File: src/inc/sink_blink_pkg.sv
// constants and types for the sink blink off-time block
package sink_blink_pkg;

  // ==========================================================
  // register map
  localparam logic [7:0] ENABLE_ADDR      = 8'h10;
  localparam logic [7:0] ON_TIME_ADDR     = 8'h11;
  localparam logic [7:0] OFF_TIMES_ADDR   = 8'h12;
  localparam logic [7:0] FADE_RATES_ADDR  = 8'h13;
  localparam logic [7:0] ENABLE_RESET     = 8'h00;
  localparam logic [1:0] ON_TIME_RESET    = 2'h0;
  localparam logic [7:0] OFF_TIMES_RESET  = 8'h00;
  localparam logic [7:0] FADE_RATES_RESET = 8'h00;
  localparam int unsigned ON_TIME_LSB     = 6;
  localparam int unsigned OFF_CODE_W      = 2;
  localparam int unsigned SINK_COUNT      = 4;

  // ==========================================================
  // timing: every interval is a whole number of 0.2 s units
  localparam int unsigned UNIT_MS          = 200;
  localparam int unsigned CLK_MHZ          = 250;
  localparam int unsigned UNIT_CYCLES      = UNIT_MS * 1000 * CLK_MHZ;
  localparam logic [3:0]  OFF_UNITS_01     = 4'h3;
  localparam logic [3:0]  OFF_UNITS_10     = 4'h6;
  localparam logic [3:0]  OFF_UNITS_11     = 4'h9;
  localparam logic [3:0]  ON_UNITS_00      = 4'h1;
  localparam logic [3:0]  ON_UNITS_01      = 4'h3;
  localparam logic [3:0]  ON_UNITS_10      = 4'h4;
  localparam logic [3:0]  ON_UNITS_11      = 4'h6;

  // ==========================================================
  // per-sink sequence states, gray along idle-off-on
  typedef enum logic [1:0] {
    ST_IDLE   = 2'b00,
    ST_OFF    = 2'b01,
    ST_ON     = 2'b11,
    ST_STEADY = 2'b10
  } sink_state_type;

endpackage

File: src/hdl/sink_blink_channel.sv
// blink sequencer for one current sink
`timescale 1ns/1ns
`default_nettype none
module sink_blink_channel (
  // clock and reset
  input  wire logic       mclk,
  input  wire logic       rst,
  // shared 0.2 s unit pulse
  input  wire logic       tick,
  // configuration
  input  wire logic       enable,
  input  wire logic [1:0] off_code,
  input  wire logic [1:0] on_code,
  // sink drive
  output var  logic       sink_on
);

  // ==========================================================
  // interval decode
  sink_blink_pkg::sink_state_type state_q;
  sink_blink_pkg::sink_state_type state_d;
  logic [3:0] cnt_q;
  logic [3:0] cnt_d;
  wire        no_off    = (off_code == 2'b00);
  wire  [3:0] off_units = (off_code == 2'b01) ? sink_blink_pkg::OFF_UNITS_01 :
                          (off_code == 2'b10) ? sink_blink_pkg::OFF_UNITS_10 :
                                                sink_blink_pkg::OFF_UNITS_11;
  wire  [3:0] on_units  = (on_code == 2'b00) ? sink_blink_pkg::ON_UNITS_00 :
                          (on_code == 2'b01) ? sink_blink_pkg::ON_UNITS_01 :
                          (on_code == 2'b10) ? sink_blink_pkg::ON_UNITS_10 :
                                               sink_blink_pkg::ON_UNITS_11;
  wire  [3:0] units     = (state_q == sink_blink_pkg::ST_ON) ? on_units : off_units;
  wire  [3:0] cnt_inc   = cnt_q + 4'h1;
  wire        last_unit = tick && (cnt_inc == units);

  // ==========================================================
  // sequence
  always_comb begin
    state_d = state_q;
    cnt_d   = cnt_q;
    if (!enable) begin
      state_d = sink_blink_pkg::ST_IDLE;
      cnt_d   = 4'h0;
    end else begin
      case (state_q)
        sink_blink_pkg::ST_IDLE: begin
          // every sink rising in one write leaves idle on the same edge
          state_d = no_off ? sink_blink_pkg::ST_STEADY : sink_blink_pkg::ST_OFF;
          cnt_d   = 4'h0;
        end
        sink_blink_pkg::ST_STEADY: begin
          if (!no_off) begin
            state_d = sink_blink_pkg::ST_OFF;
            cnt_d   = 4'h0;
          end
        end
        sink_blink_pkg::ST_OFF: begin
          if (no_off) begin
            state_d = sink_blink_pkg::ST_STEADY;
            cnt_d   = 4'h0;
          end else if (last_unit) begin
            state_d = sink_blink_pkg::ST_ON;
            cnt_d   = 4'h0;
          end else if (tick) begin
            cnt_d = cnt_inc;
          end
        end
        default: begin
          if (last_unit) begin
            state_d = no_off ? sink_blink_pkg::ST_STEADY : sink_blink_pkg::ST_OFF;
            cnt_d   = 4'h0;
          end else if (tick) begin
            cnt_d = cnt_inc;
          end
        end
      endcase
    end
  end

  always_ff @(posedge mclk) begin
    if (rst) begin
      state_q <= sink_blink_pkg::ST_IDLE;
      cnt_q   <= 4'h0;
      sink_on <= 1'b0;
    end else begin
      state_q <= state_d;
      cnt_q   <= cnt_d;
      sink_on <= (state_d == sink_blink_pkg::ST_ON) || (state_d == sink_blink_pkg::ST_STEADY);
    end
  end

  // ==========================================================
  // checks
  chk_disable_off: assert property (@(posedge mclk) disable iff (rst)
    !enable |=> !sink_on && (cnt_q == 4'h0))
    else $error("sink still on or timer not cleared after disable");
  chk_steady_on: assert property (@(posedge mclk) disable iff (rst)
    enable && no_off && $past(enable) |=> sink_on)
    else $error("enabled sink with off code 00 is not on");
  chk_start_off: assert property (@(posedge mclk) disable iff (rst)
    $rose(enable) && !no_off |=> !sink_on ##0 (state_q == sink_blink_pkg::ST_OFF))
    else $error("blink sequence did not start with the off phase");
  chk_off_end: assert property (@(posedge mclk) disable iff (rst)
    enable && !no_off && (state_q == sink_blink_pkg::ST_OFF) && last_unit |=> sink_on)
    else $error("off interval end did not turn the sink on");
  chk_on_end: assert property (@(posedge mclk) disable iff (rst)
    enable && !no_off && (state_q == sink_blink_pkg::ST_ON) && last_unit |=> !sink_on)
    else $error("on interval end did not turn the sink off");

endmodule
`default_nettype wire

File: src/hdl/sink_blink_off_timer.sv
// sink blink off-time block: registers, unit divider and four sequencers
`timescale 1ns/1ns
`default_nettype none
module sink_blink_off_timer #(
  parameter int unsigned UNIT_CYCLES = sink_blink_pkg::UNIT_CYCLES
) (
  // clock and reset
  input  wire logic       mclk,
  input  wire logic       rst,
  // register port from the serial interface
  input  wire logic [7:0] reg_addr,
  input  wire logic [7:0] reg_wdata,
  input  wire logic       reg_wr,
  input  wire logic       reg_rd,
  output var  logic [7:0] reg_rdata,
  // sink drive, sink one at bit 0
  output wire logic [3:0] sink_on
);

  localparam int unsigned DIV_W = $clog2(UNIT_CYCLES + 1);
  localparam logic [DIV_W-1:0] DIV_LAST = DIV_W'(UNIT_CYCLES - 1);

  // ==========================================================
  // address decode
  wire hit_enable = (reg_addr == sink_blink_pkg::ENABLE_ADDR);
  wire hit_on     = (reg_addr == sink_blink_pkg::ON_TIME_ADDR);
  wire hit_off    = (reg_addr == sink_blink_pkg::OFF_TIMES_ADDR);
  wire hit_fade   = (reg_addr == sink_blink_pkg::FADE_RATES_ADDR);
  // any mapped byte; everything else reads back as zero
  wire hit_any    = hit_enable || hit_on || hit_off || hit_fade;
  wire wr_enable  = reg_wr && hit_enable;
  wire wr_on      = reg_wr && hit_on;
  wire wr_off     = reg_wr && hit_off;
  wire wr_fade    = reg_wr && hit_fade;

  // ==========================================================
  // registers
  logic [3:0]  enable_q;
  logic [1:0]  on_time_q;
  logic [7:0]  off_times_q;
  logic [7:0]  fade_rates_q;
  // whole enable set lands on one edge so a group starts together
  wire  [3:0]  enable_d = wr_enable ? reg_wdata[3:0] : enable_q;

  always_ff @(posedge mclk) begin
    if (rst) begin
      enable_q     <= sink_blink_pkg::ENABLE_RESET[3:0];
      on_time_q    <= sink_blink_pkg::ON_TIME_RESET;
      off_times_q  <= sink_blink_pkg::OFF_TIMES_RESET;
      fade_rates_q <= sink_blink_pkg::FADE_RATES_RESET;
    end else begin
      enable_q <= enable_d;
      if (wr_on) begin
        on_time_q <= reg_wdata[sink_blink_pkg::ON_TIME_LSB +: 2];
      end
      if (wr_off) begin
        off_times_q <= reg_wdata;
      end
      if (wr_fade) begin
        fade_rates_q <= reg_wdata;
      end
    end
  end

  // ==========================================================
  // read back; fields of absent sinks read as zero
  wire [7:0] rd_mux = hit_enable ? {4'h0, enable_q} :
                      hit_on     ? {on_time_q, 6'h00} :
                      hit_off    ? off_times_q :
                      hit_fade   ? fade_rates_q :
                                   8'h00;

  always_ff @(posedge mclk) begin
    if (rst) begin
      reg_rdata <= 8'h00;
    end else if (reg_rd) begin
      reg_rdata <= rd_mux;
    end
  end

  // ==========================================================
  // 0.2 s unit divider, free running
  // limitation: the first unit after an enable can be short by up to one unit
  logic [DIV_W-1:0] div_q;
  logic             tick_q;
  wire              div_end = (div_q == DIV_LAST);

  always_ff @(posedge mclk) begin
    if (rst) begin
      div_q  <= '0;
      tick_q <= 1'b0;
    end else begin
      div_q  <= div_end ? '0 : div_q + DIV_W'(1);
      tick_q <= div_end;
    end
  end

  // ==========================================================
  // per-sink sequencers
  for (genvar i = 0; i < sink_blink_pkg::SINK_COUNT; i++) begin : g_sink
    wire [1:0] off_code = off_times_q[i*sink_blink_pkg::OFF_CODE_W +: 2];
    sink_blink_channel u_channel (
      .mclk     (mclk),
      .rst      (rst),
      .tick     (tick_q),
      .enable   (enable_q[i]),
      .off_code (off_code),
      .on_code  (on_time_q),
      .sink_on  (sink_on[i])
    );
    // a disabled sink must go dark on the next edge whatever its phase
    chk_sink_dark: assert property (@(posedge mclk) disable iff (rst)
      !enable_q[i] |=> !sink_on[i])
      else $error("disabled sink is still on");
    chk_sink_steady: assert property (@(posedge mclk) disable iff (rst)
      $rose(enable_q[i]) && (off_code == 2'b00) |=> sink_on[i])
      else $error("enabled sink with off code 00 did not light");
  end

  // ==========================================================
  // checks
  chk_field_high: assert property (@(posedge mclk) disable iff (rst)
    wr_off |=> (g_sink[3].off_code == $past(reg_wdata[7:6]))
           && (g_sink[2].off_code == $past(reg_wdata[5:4])))
    else $error("sink four or three off code not at bits 7:6 or 5:4");
  chk_field_low: assert property (@(posedge mclk) disable iff (rst)
    wr_off |=> (g_sink[1].off_code == $past(reg_wdata[3:2]))
           && (g_sink[0].off_code == $past(reg_wdata[1:0])))
    else $error("sink two or one off code not at bits 3:2 or 1:0");
  chk_enable_bit0: assert property (@(posedge mclk) disable iff (rst)
    wr_enable && !reg_wdata[0] |=> ##1 !sink_on[0])
    else $error("writing 0 to bit 0 left sink one on");
  chk_on_field: assert property (@(posedge mclk) disable iff (rst)
    wr_on |=> on_time_q == $past(reg_wdata[7:6]))
    else $error("on code not taken from bits 7:6");
  chk_group_start: assert property (@(posedge mclk) disable iff (rst)
    wr_enable && (enable_q[1:0] == 2'b00) && (reg_wdata[1:0] == 2'b11)
      && (off_times_q[1:0] == off_times_q[3:2]) && !wr_off
      |=> ##1 (sink_on[0] == sink_on[1]) [*8])
    else $error("sinks enabled together did not run in step");

  // ==========================================================
  // unit pulse and group checks
  chk_unit_tick: assert property (@(posedge mclk) disable iff (rst)
    tick_q |=> !tick_q)
    else $error("unit pulse longer than one cycle");
  chk_unit_phase: assert property (@(posedge mclk) disable iff (rst)
    tick_q |-> (div_q == '0))
    else $error("unit pulse out of step with the divider");
  // equal codes and a shared unit pulse must keep a group in lock step
  chk_group_upper: assert property (@(posedge mclk) disable iff (rst)
    wr_enable && (enable_q[3:2] == 2'b00) && (reg_wdata[3:2] == 2'b11)
      && (off_times_q[5:4] == off_times_q[7:6]) && !wr_off
      |=> ##1 (sink_on[2] == sink_on[3]) [*8])
    else $error("sinks three and four enabled together did not run in step");

  // ==========================================================
  // register port checks
  // read data are registered, so each byte is checked the edge after its strobe
  chk_enable_write: assert property (@(posedge mclk) disable iff (rst)
    wr_enable |=> enable_q == $past(reg_wdata[3:0]))
    else $error("enable bits not taken from bits 3:0");
  chk_fade_store: assert property (@(posedge mclk) disable iff (rst)
    wr_fade |=> fade_rates_q == $past(reg_wdata))
    else $error("fade rate byte not stored");
  chk_enable_read: assert property (@(posedge mclk) disable iff (rst)
    reg_rd && hit_enable |=> reg_rdata == {4'h0, $past(enable_q)})
    else $error("enable bits read back wrong");
  chk_on_read: assert property (@(posedge mclk) disable iff (rst)
    reg_rd && hit_on |=> reg_rdata == {$past(on_time_q), 6'h00})
    else $error("on code read back wrong");
  chk_off_read: assert property (@(posedge mclk) disable iff (rst)
    reg_rd && hit_off |=> reg_rdata == $past(off_times_q))
    else $error("off codes read back wrong");
  chk_unmapped_zero: assert property (@(posedge mclk) disable iff (rst)
    reg_rd && !hit_any |=> reg_rdata == 8'h00)
    else $error("unmapped read did not return zero");
  chk_rdata_hold: assert property (@(posedge mclk) disable iff (rst)
    !reg_rd |=> $stable(reg_rdata))
    else $error("read data moved without a read");

  // ==========================================================
  // registers move only on their own write strobe
  chk_enable_hold: assert property (@(posedge mclk) disable iff (rst)
    !wr_enable |=> $stable(enable_q))
    else $error("enable bits changed without a write");
  chk_on_hold: assert property (@(posedge mclk) disable iff (rst)
    !wr_on |=> $stable(on_time_q))
    else $error("on code changed without a write");
  chk_off_hold: assert property (@(posedge mclk) disable iff (rst)
    !wr_off |=> $stable(off_times_q))
    else $error("off codes changed without a write");
  chk_fade_hold: assert property (@(posedge mclk) disable iff (rst)
    !wr_fade |=> $stable(fade_rates_q))
    else $error("fade rate byte changed without a write");

  // ==========================================================
  // reset leaves every register and output cleared
  // no disable here: the check looks at the first edge out of reset
  chk_reset_clear: assert property (@(posedge mclk)
    $fell(rst) |-> (enable_q == sink_blink_pkg::ENABLE_RESET[3:0])
      && (on_time_q == sink_blink_pkg::ON_TIME_RESET)
      && (off_times_q == sink_blink_pkg::OFF_TIMES_RESET)
      && (fade_rates_q == sink_blink_pkg::FADE_RATES_RESET)
      && (reg_rdata == 8'h00) && (sink_on == 4'h0))
    else $error("register or output not cleared by reset");

  // ==========================================================
  // coverage
  cov_blink_sink1: cover property (@(posedge mclk) disable iff (rst)
    enable_q[0] && $rose(sink_on[0]) ##[1:1000] $fell(sink_on[0]));
  cov_steady_sink4: cover property (@(posedge mclk) disable iff (rst)
    enable_q[3] && (off_times_q[7:6] == 2'b00) && sink_on[3]);
  cov_group_write: cover property (@(posedge mclk) disable iff (rst)
    wr_enable && (reg_wdata[3:0] == 4'hf) && (enable_q == 4'h0));
  cov_disable_mid: cover property (@(posedge mclk) disable iff (rst)
    wr_enable && sink_on[2] && !reg_wdata[2]);
  cov_steady_switch: cover property (@(posedge mclk) disable iff (rst)
    enable_q[0] && !sink_on[0] && wr_off && (reg_wdata[1:0] == 2'b00));

endmodule
`default_nettype wire

File: config.mk
export PLATFORM = sky130hd
export DESIGN_NAME = sink_blink_off_timer
export DESIGN_NICKNAME = d
export VERILOG_FILES = /design/src/inc/sink_blink_pkg.sv /design/src/hdl/sink_blink_channel.sv /design/src/hdl/sink_blink_off_timer.sv
export SDC_FILE = /design/constraint.sdc
export NUM_CORES = 1
export LEC_CHECK = 0
export BUFFER_PORTS_ARGS = -buffer_cell sky130_fd_sc_hd__buf_2
export CAP_MARGIN = 20
export CORE_ASPECT_RATIO = 0.5
export CORE_UTILIZATION = 35
export CTS_BUF_LIST = sky130_fd_sc_hd__clkbuf_4
export DETAILED_ROUTE_END_ITERATION = 7
export GPL_ROUTABILITY_DRIVEN = 0
export GPL_TIMING_DRIVEN = 1
export PLACE_DENSITY = 0.52
export SLEW_MARGIN = 10
export SYNTH_ARGS = -nofsm -noshare
export SYNTH_HDL_FRONTEND = slang
export SYNTH_SLANG_ARGS = --single-unit
File: constraint.sdc
create_clock -name mclk -period 2.4 [get_ports mclk]
set_input_delay 0.24 -clock mclk [delete_from_list [all_inputs] [get_ports mclk]]
set_output_delay 0.24 -clock mclk [all_outputs]
set_load 0.005 [all_outputs]
==> results.toml, run 1 <==
[clock_tree]
numCtsBuffers = 9
clk_latency_ps = 420
cts_hold_buf = 0
clock_sinks = 85
post_cts.repair.setup_buffers = 0
clock_pin_slew_worst_setup_and_hold_paths_ps = 130
cts.repair.resized = 0
cts_htree_levels = 3
buffer_depth_of_the_longest_clock_path = 2
cts_root_buffer = "clkbuf_4"
tritoncts = "yes"

[floorplan]
starting_density_of_the_core = 0.359
die_x_um = 163
die_area_um2 = 13500
fp.dieH_um = 82.6
fp.coreArea_um2 = 12700
boundaryPins = 32
row_count = 29

[timing]
hold_violations = 0
max_slew.worst_pin.slew_ps = 448
unrepaired_setup_endpoints_after_global_routing = "false"
timing.slew.headroom = 0.701
finalSetupViolCount = 0
setup-tns-final_ps = 0
clock.fmax_mhz = 450
hold_slack_ps = 76.0
min_cycle_time_layout_ps = 2220
timing.final.max_slew_violations = 0
final.period_utilization = 0.925
maximum_clock_skew_at_final_layout_ps = 11.3

[setup_path]
worstSetupEndpointType = "flop"
worst-endpoint-arrival_ps = 2550
worstPathRequired_ps = 2730
path_class = "reg -> reg"
worst_setup_path_start_kind = "flop"
critical_path.max_fanout = 4

[drt]
drt.antenna.violating_nets = 0
post_drt_wl_per_cell_um = 13.1
detail_route.wirelength_mm = 9.60
via_count = 3645
first_iter_violations = 143
count_of_unresolved_drc_violations_after_routing = 0
avgViaCountPerCell = 4.99
number_of_detailed_routing_iterations_run_before_antenna_repair = 4

[pwr]
powerDensity_nw_per_um2 = 477
leakage_nw = 1.84
max-vdd-ir-drop_uv = 176
total_power_mw = 2.39

[final_layout]
fin_area_um2 = 5010
nets = 593
area_delta_synth_final_pct = 10.1
final_core_occ = 0.396
share_of_final_layout_standard_cells_stronger_than_drive_strength_1 = 0.109
n_antenna_cell = 0

[yosys]
post-synth-top-area-cell = "dfxtp_1"
synth_seq_area_share = 0.374
synth-edff-count = 0
synthesis.instances = 533
synth.area.top_cells = "dfxtp_1 37%, nor2_1 5.4%, mux2i_1 5.1%"
synthesis.area_per_instance_um2 = 8.54
synth_fp_nets = 570
ys_ff_latch = 85
yosys.area.top_type_share = 0.374
synth_area_um2 = 4550
dominantRegCellSynth = "dfxtp_1"
yosys.cell_types.count = 61
synth_warnings = 0
ys_async_sr_fraction = 0

[global_routing]
first_global_vias = 3377
grt_overflow = 0
wire_length_of_the_first_global_routing_pass_mm = 16.0
track_usage = 0.150
grt_antenna_before_repair = 0
grt_max_degree = 27

[flow_run]
cap_violations = 0

[min_path]
worstHoldPathType = "in -> reg"

[place]
dpl.hpwl_mm = 6.90
placement.io_buffers = 31
postPlaceCellArea_um2 = 4860

[outcome]
outcome = "completed"
[per-layer routing]
metal / share of wire / global-route usage / vias up
met3: 0.028 / 0.0410 / 5
met4: 0.0054 / 0.0364 / 0
met5: 0 / 0 / -
met2: 0.45 / 0.253 / 33
met1: 0.51 / 0.193 / 1701
li1: - / - / 1906
[power breakdown]
| group | switching [mW] | internal [mW] |
|---|---|---|
| combinational | 0.0430 | 0.0264 |
| sequential | 0.00444 | 1.42 |
| clock | 0.475 | 0.424 |
| total | 0.522 | 1.87 |
[metrics by stage]
step	setup WS (ps)	instances
floorplan	236	533
global placement	247	715
detailed placement	200	715
CTS	181	730
global route	29.2	730
finish	180	730
[cells in the mapped netlist, types with 4 or more instances]
master     n
nand2_1   39
buf_4      4
or4_1      5
nand4_1   10
nor2b_1    6
mux2i_1   23
buf_2      8
a21oi_1   23
nor3_1    10
a21boi_0   4
xnor2_1   25
ha_1      17
o22ai_1    6
xor2_1    13
clkbuf_1  14
and4_1     4
nor2_1    65
o21ai_1   11
o211ai_1   8
nand3_1   19
dfxtp_1   85
nor4_1     5
and2_1     4
or3_1      6
and3_1    14
o21ai_0   14
inv_1     24
nand2b_1  14
nor4b_1    4
[state kept, by name (all words and copies together) (netlist names)]
register                  flops
reg_rdata                     8
off_times_q                   8
on_time_q                     2
tick_q                        1
enable_q                      4
g_sink.u_channel.state_q      8
div_q                        26
g_sink.u_channel.sink_on      4
fade_rates_q                  8
g_sink.u_channel.cnt_q       16
[cells by family after synthesis]
family                   count (synthesis)  share of synthesized area
flip-flops                              85                      0.374
buffers and inverters                   53                     0.0525
adder cells (fa/ha/maj)                 17                     0.0467
XOR/XNOR                                42                     0.0932
AND/OR/NAND/NOR                        220                      0.250
multiplexers                            23                     0.0506
AO/OA/AOI/OAI                           93                      0.133
[worst max-delay path, stage by stage (launching register included)]
cell      delay [ps]
dfxtp_1          400
inv_1             70
ha_1             310
a21boi_0         140
or4_1            440
and2_1           200
o31a_1           300
a221o_1          260
[worst paths after layout]
| path | cells after the start | to | from | slack, ps |
|---|---|---|---|---|
| worst max-delay path | 7 | g_sink[2].u_channel.sink_on | off_times_q[5] | 180 |
| worst min-delay path | 3 | off_times_q[5] | reg_wdata[5] | 80 |
| worst max register to register | 7 | g_sink[2].u_channel.sink_on | off_times_q[5] | 180 |
| worst min register to register | 2 | g_sink[1].u_channel.cnt_q[1] | g_sink[1].u_channel.cnt_q[1] | 470 |
[cells in the final DEF (no fill, tap or decap), types with 8 or more instances in the layout]
master    instances
nand2b_1         14
mux2i_1          23
dfxtp_1          85
xnor2_1          25
o21ai_0          14
nor2_1           65
nor3_1           10
clkbuf_4         10
nand4_1          10
nand2_1          39
inv_1            24
o21ai_1          11
o211ai_1          8
a21oi_1          23
ha_1             17
buf_4             9
xor2_1           13
buf_2            31
and3_1           14
nand3_1          19
[area by class of cell]
cell class / count / area (µm²)
Clock buffer: 10 / 75.1
Clock inverter: 5 / 76.3
Fill cell: 1297 / 7650
Inverter: 24 / 90.1
Multi-Input combinational cell: 395 / 2610
Sequential cell: 85 / 1700
Tap cell: 170 / 213
Timing Repair Buffer: 41 / 243
Power figures use the tool's default switching activity.
==> inputs of run 2 (changes only) <==
PLACE_DENSITY = 0.54   (was 0.52)
clock period = 2 ns   (was 2.4 ns; I/O delays follow)
==> run 2 against run 1 <==
  * The run now ends with setup timing left
  * Global-route usage grew 0.21 points
  * Register-to-register slack worse by 330 ps
  * Cell count grew 5.6%
  * Sequential share of layout area shrank 3.2 points
  * Critical path depth did not move
  * Setup slack worse by 330 ps
  * Final area rose by 12%
  * Combinational power grew 42%
  * Clock skew shrank 3.0 ps
  * Largest cell class unchanged
==> results.toml, run 2 (synthesis gave the netlist of run 1 again) <==
[global_routing]
grt_antenna_before_repair = 1
grt_overflow = 0
track_usage = 0.153
wire_length_of_the_first_global_routing_pass_mm = 16.1
grt_max_degree = 28
first_global_vias = 3336

[place]
pre_cts_ws_ps = -143
placement.io_buffers = 31
dpl.hpwl_mm = 7.12
postPlaceCellArea_um2 = 5060

[drt]
detail_route.wirelength_mm = 10.4
number_of_detailed_routing_iterations_run_before_antenna_repair = 4
drt.antenna.violating_nets = 0
avgViaCountPerCell = 4.95
count_of_unresolved_drc_violations_after_routing = 0
first_iter_violations = 169
post_drt_wl_per_cell_um = 13.5
via_count = 3820

[setup_path]
worstPathRequired_ps = 2340
worst_r2r_startpoint = "off_times_q[5]"
worstSetupEndpointType = "flop"
critical_path.max_fanout = 3
worst-endpoint-arrival_ps = 2490
r2r-end = "g_sink[2].u_channel.state_q[1]"
critPathLaunch = "off_times_q[5]"
worst_setup_path_start_kind = "flop"
path_class = "reg -> reg"
r2r.worst_path.cells = 7
timing.reg2reg.setup_slack_ps = -150

[flow_run]
cap_violations = 0

[final_layout]
area_delta_synth_final_pct = 22.9
share_of_final_layout_standard_cells_stronger_than_drive_strength_1 = 0.242
largest_register_ff_count = 26
nets = 630
flip_flop_and_latch_area_um2 = 1720
final_common_cell = "dfxtp_1"
largest-register = "div_q"
reg.largest.list = "div_q x26, g_sink.u_channel.cnt_q x16"
num-fill-cells = 1255
fin_area_um2 = 5590
multi_input_area_um2 = 2840
most_used_cells_in_the_layout_excluding_fill_and_tap_cells = "73 x dfxtp_1, 65 x nor2_1, 39 x nand2_1"

[clock_tree]
clock_sinks = 85
cts_root_buffer = "clkbuf_4"
clock_pin_slew_worst_setup_and_hold_paths_ps = 140
cts_htree_levels = 3
clk_latency_ps = 440
numCtsBuffers = 9
buffer_depth_of_the_longest_clock_path = 2
tritoncts = "yes"

[timing]
unrepaired_setup_endpoints_after_global_routing = "true"
timing.slew.headroom = 0.693
finalSetupViolCount = 3
worst_slack_setup_final_ps = -151
maximum_clock_skew_at_final_layout_ps = 8.22
final.period_utilization = 1.08
min_cycle_time_layout_ps = 2150
clock.fmax_mhz = 465
hold_violations = 0
max_slew.worst_pin.slew_ps = 449
timing.final.max_slew_violations = 0

[pwr]
power_frac_clock = 0.387
share_seq_of_total_power = 0.579
powerDensity_nw_per_um2 = 525
power.share.combinational = 0.034
net-switching-power_uw = 680
internal_power_mw = 2.26
total_power_mw = 2.94
leakage_nw = 2.08
switching_share = 0.231
max-vdd-ir-drop_uv = 260

[min_path]
worstHoldPathType = "in -> reg"
worstHoldEndpoint = "fade_rates_q[0]"
worstHoldStart = "reg_wdata[0]"
min_path_cells = 3

[floorplan]
boundaryPins = 32
row_count = 29
starting_density_of_the_core = 0.359
die_x_um = 163
die_area_um2 = 13500
fp.coreArea_um2 = 12700
fp.dieH_um = 82.6

[outcome]
outcome = "finished with violations"
failed_checks = "setup timing"
-- run 2: worst max-delay path by stage --
stage | to | slack [ps] | depth (start not counted)
floorplan | g_sink[2].u_channel.sink_on | -160 | 8
global placement | g_sink[2].u_channel.sink_on | -120 | 7
CTS | g_sink[2].u_channel.state_q[1] | -100 | 7
global route | g_sink[2].u_channel.state_q[1] | -190 | 7
detailed placement | g_sink[2].u_channel.state_q[1] | -140 | 7
finish | g_sink[2].u_channel.state_q[1] | -150 | 7
-- run 2: worst max-delay path: stages, from the launching register on --
cell	delay [ps]
dfxtp_4	380
buf_6	100
ha_4	110
a21bo_4	220
and3_4	140
or4_4	540
o31a_1	310
a221o_1	250
-- run 2: per-stage QoR --
step	hold WS, ps	util	std cells	TNS [ps]
finish	37.1	0.442	771	-392
global route	11.9	0.442	771	-644
CTS	8.95	0.420	762	-258
global placement	455	0.400	742	-345
floorplan	344	-	533	-328
detailed placement	454	0.400	742	-472
-- run 2: area by class of cell --
cell class	count	area share
well taps	170	0.0380
multi-input cells	395	0.507
repair buffers	78	0.100
inverters	24	0.0170
diodes	3	0.00134
clock inverters	6	0.0157
flip-flops and latches	85	0.307
clock buffers	10	0.0134
-- run 2: timing repair --
item	4_1_cts	5_1_grt
pin swaps	7	23
buffers inserted	1	5
endpoints found under the hold margin	5	0
hold buffers	3	0
endpoints found under the setup margin	9	50
gates cloned	0	1
gates resized for setup	17	47
-- run 2: power groups by stage --
stage / clock network, mW / registers (mW) / logic, mW
global route: 1.26 / 1.70 / 0.108
detailed placement: 0 / 1.74 / 0.0871
floorplan: 0 / 1.74 / 0.0427
global placement: 0 / 1.74 / 0.0867
CTS: 1.19 / 1.70 / 0.0921
finish: 1.14 / 1.70 / 0.0985
-- run 2: per-layer routing --
metal  share of wire  track usage  vias to the layer above
li1                -            -                     1988
met1            0.49        0.201                     1787
met2            0.47        0.250                       36
met3           0.026       0.0360                        9
met4          0.0077       0.0430                        0
met5               0            0                        -
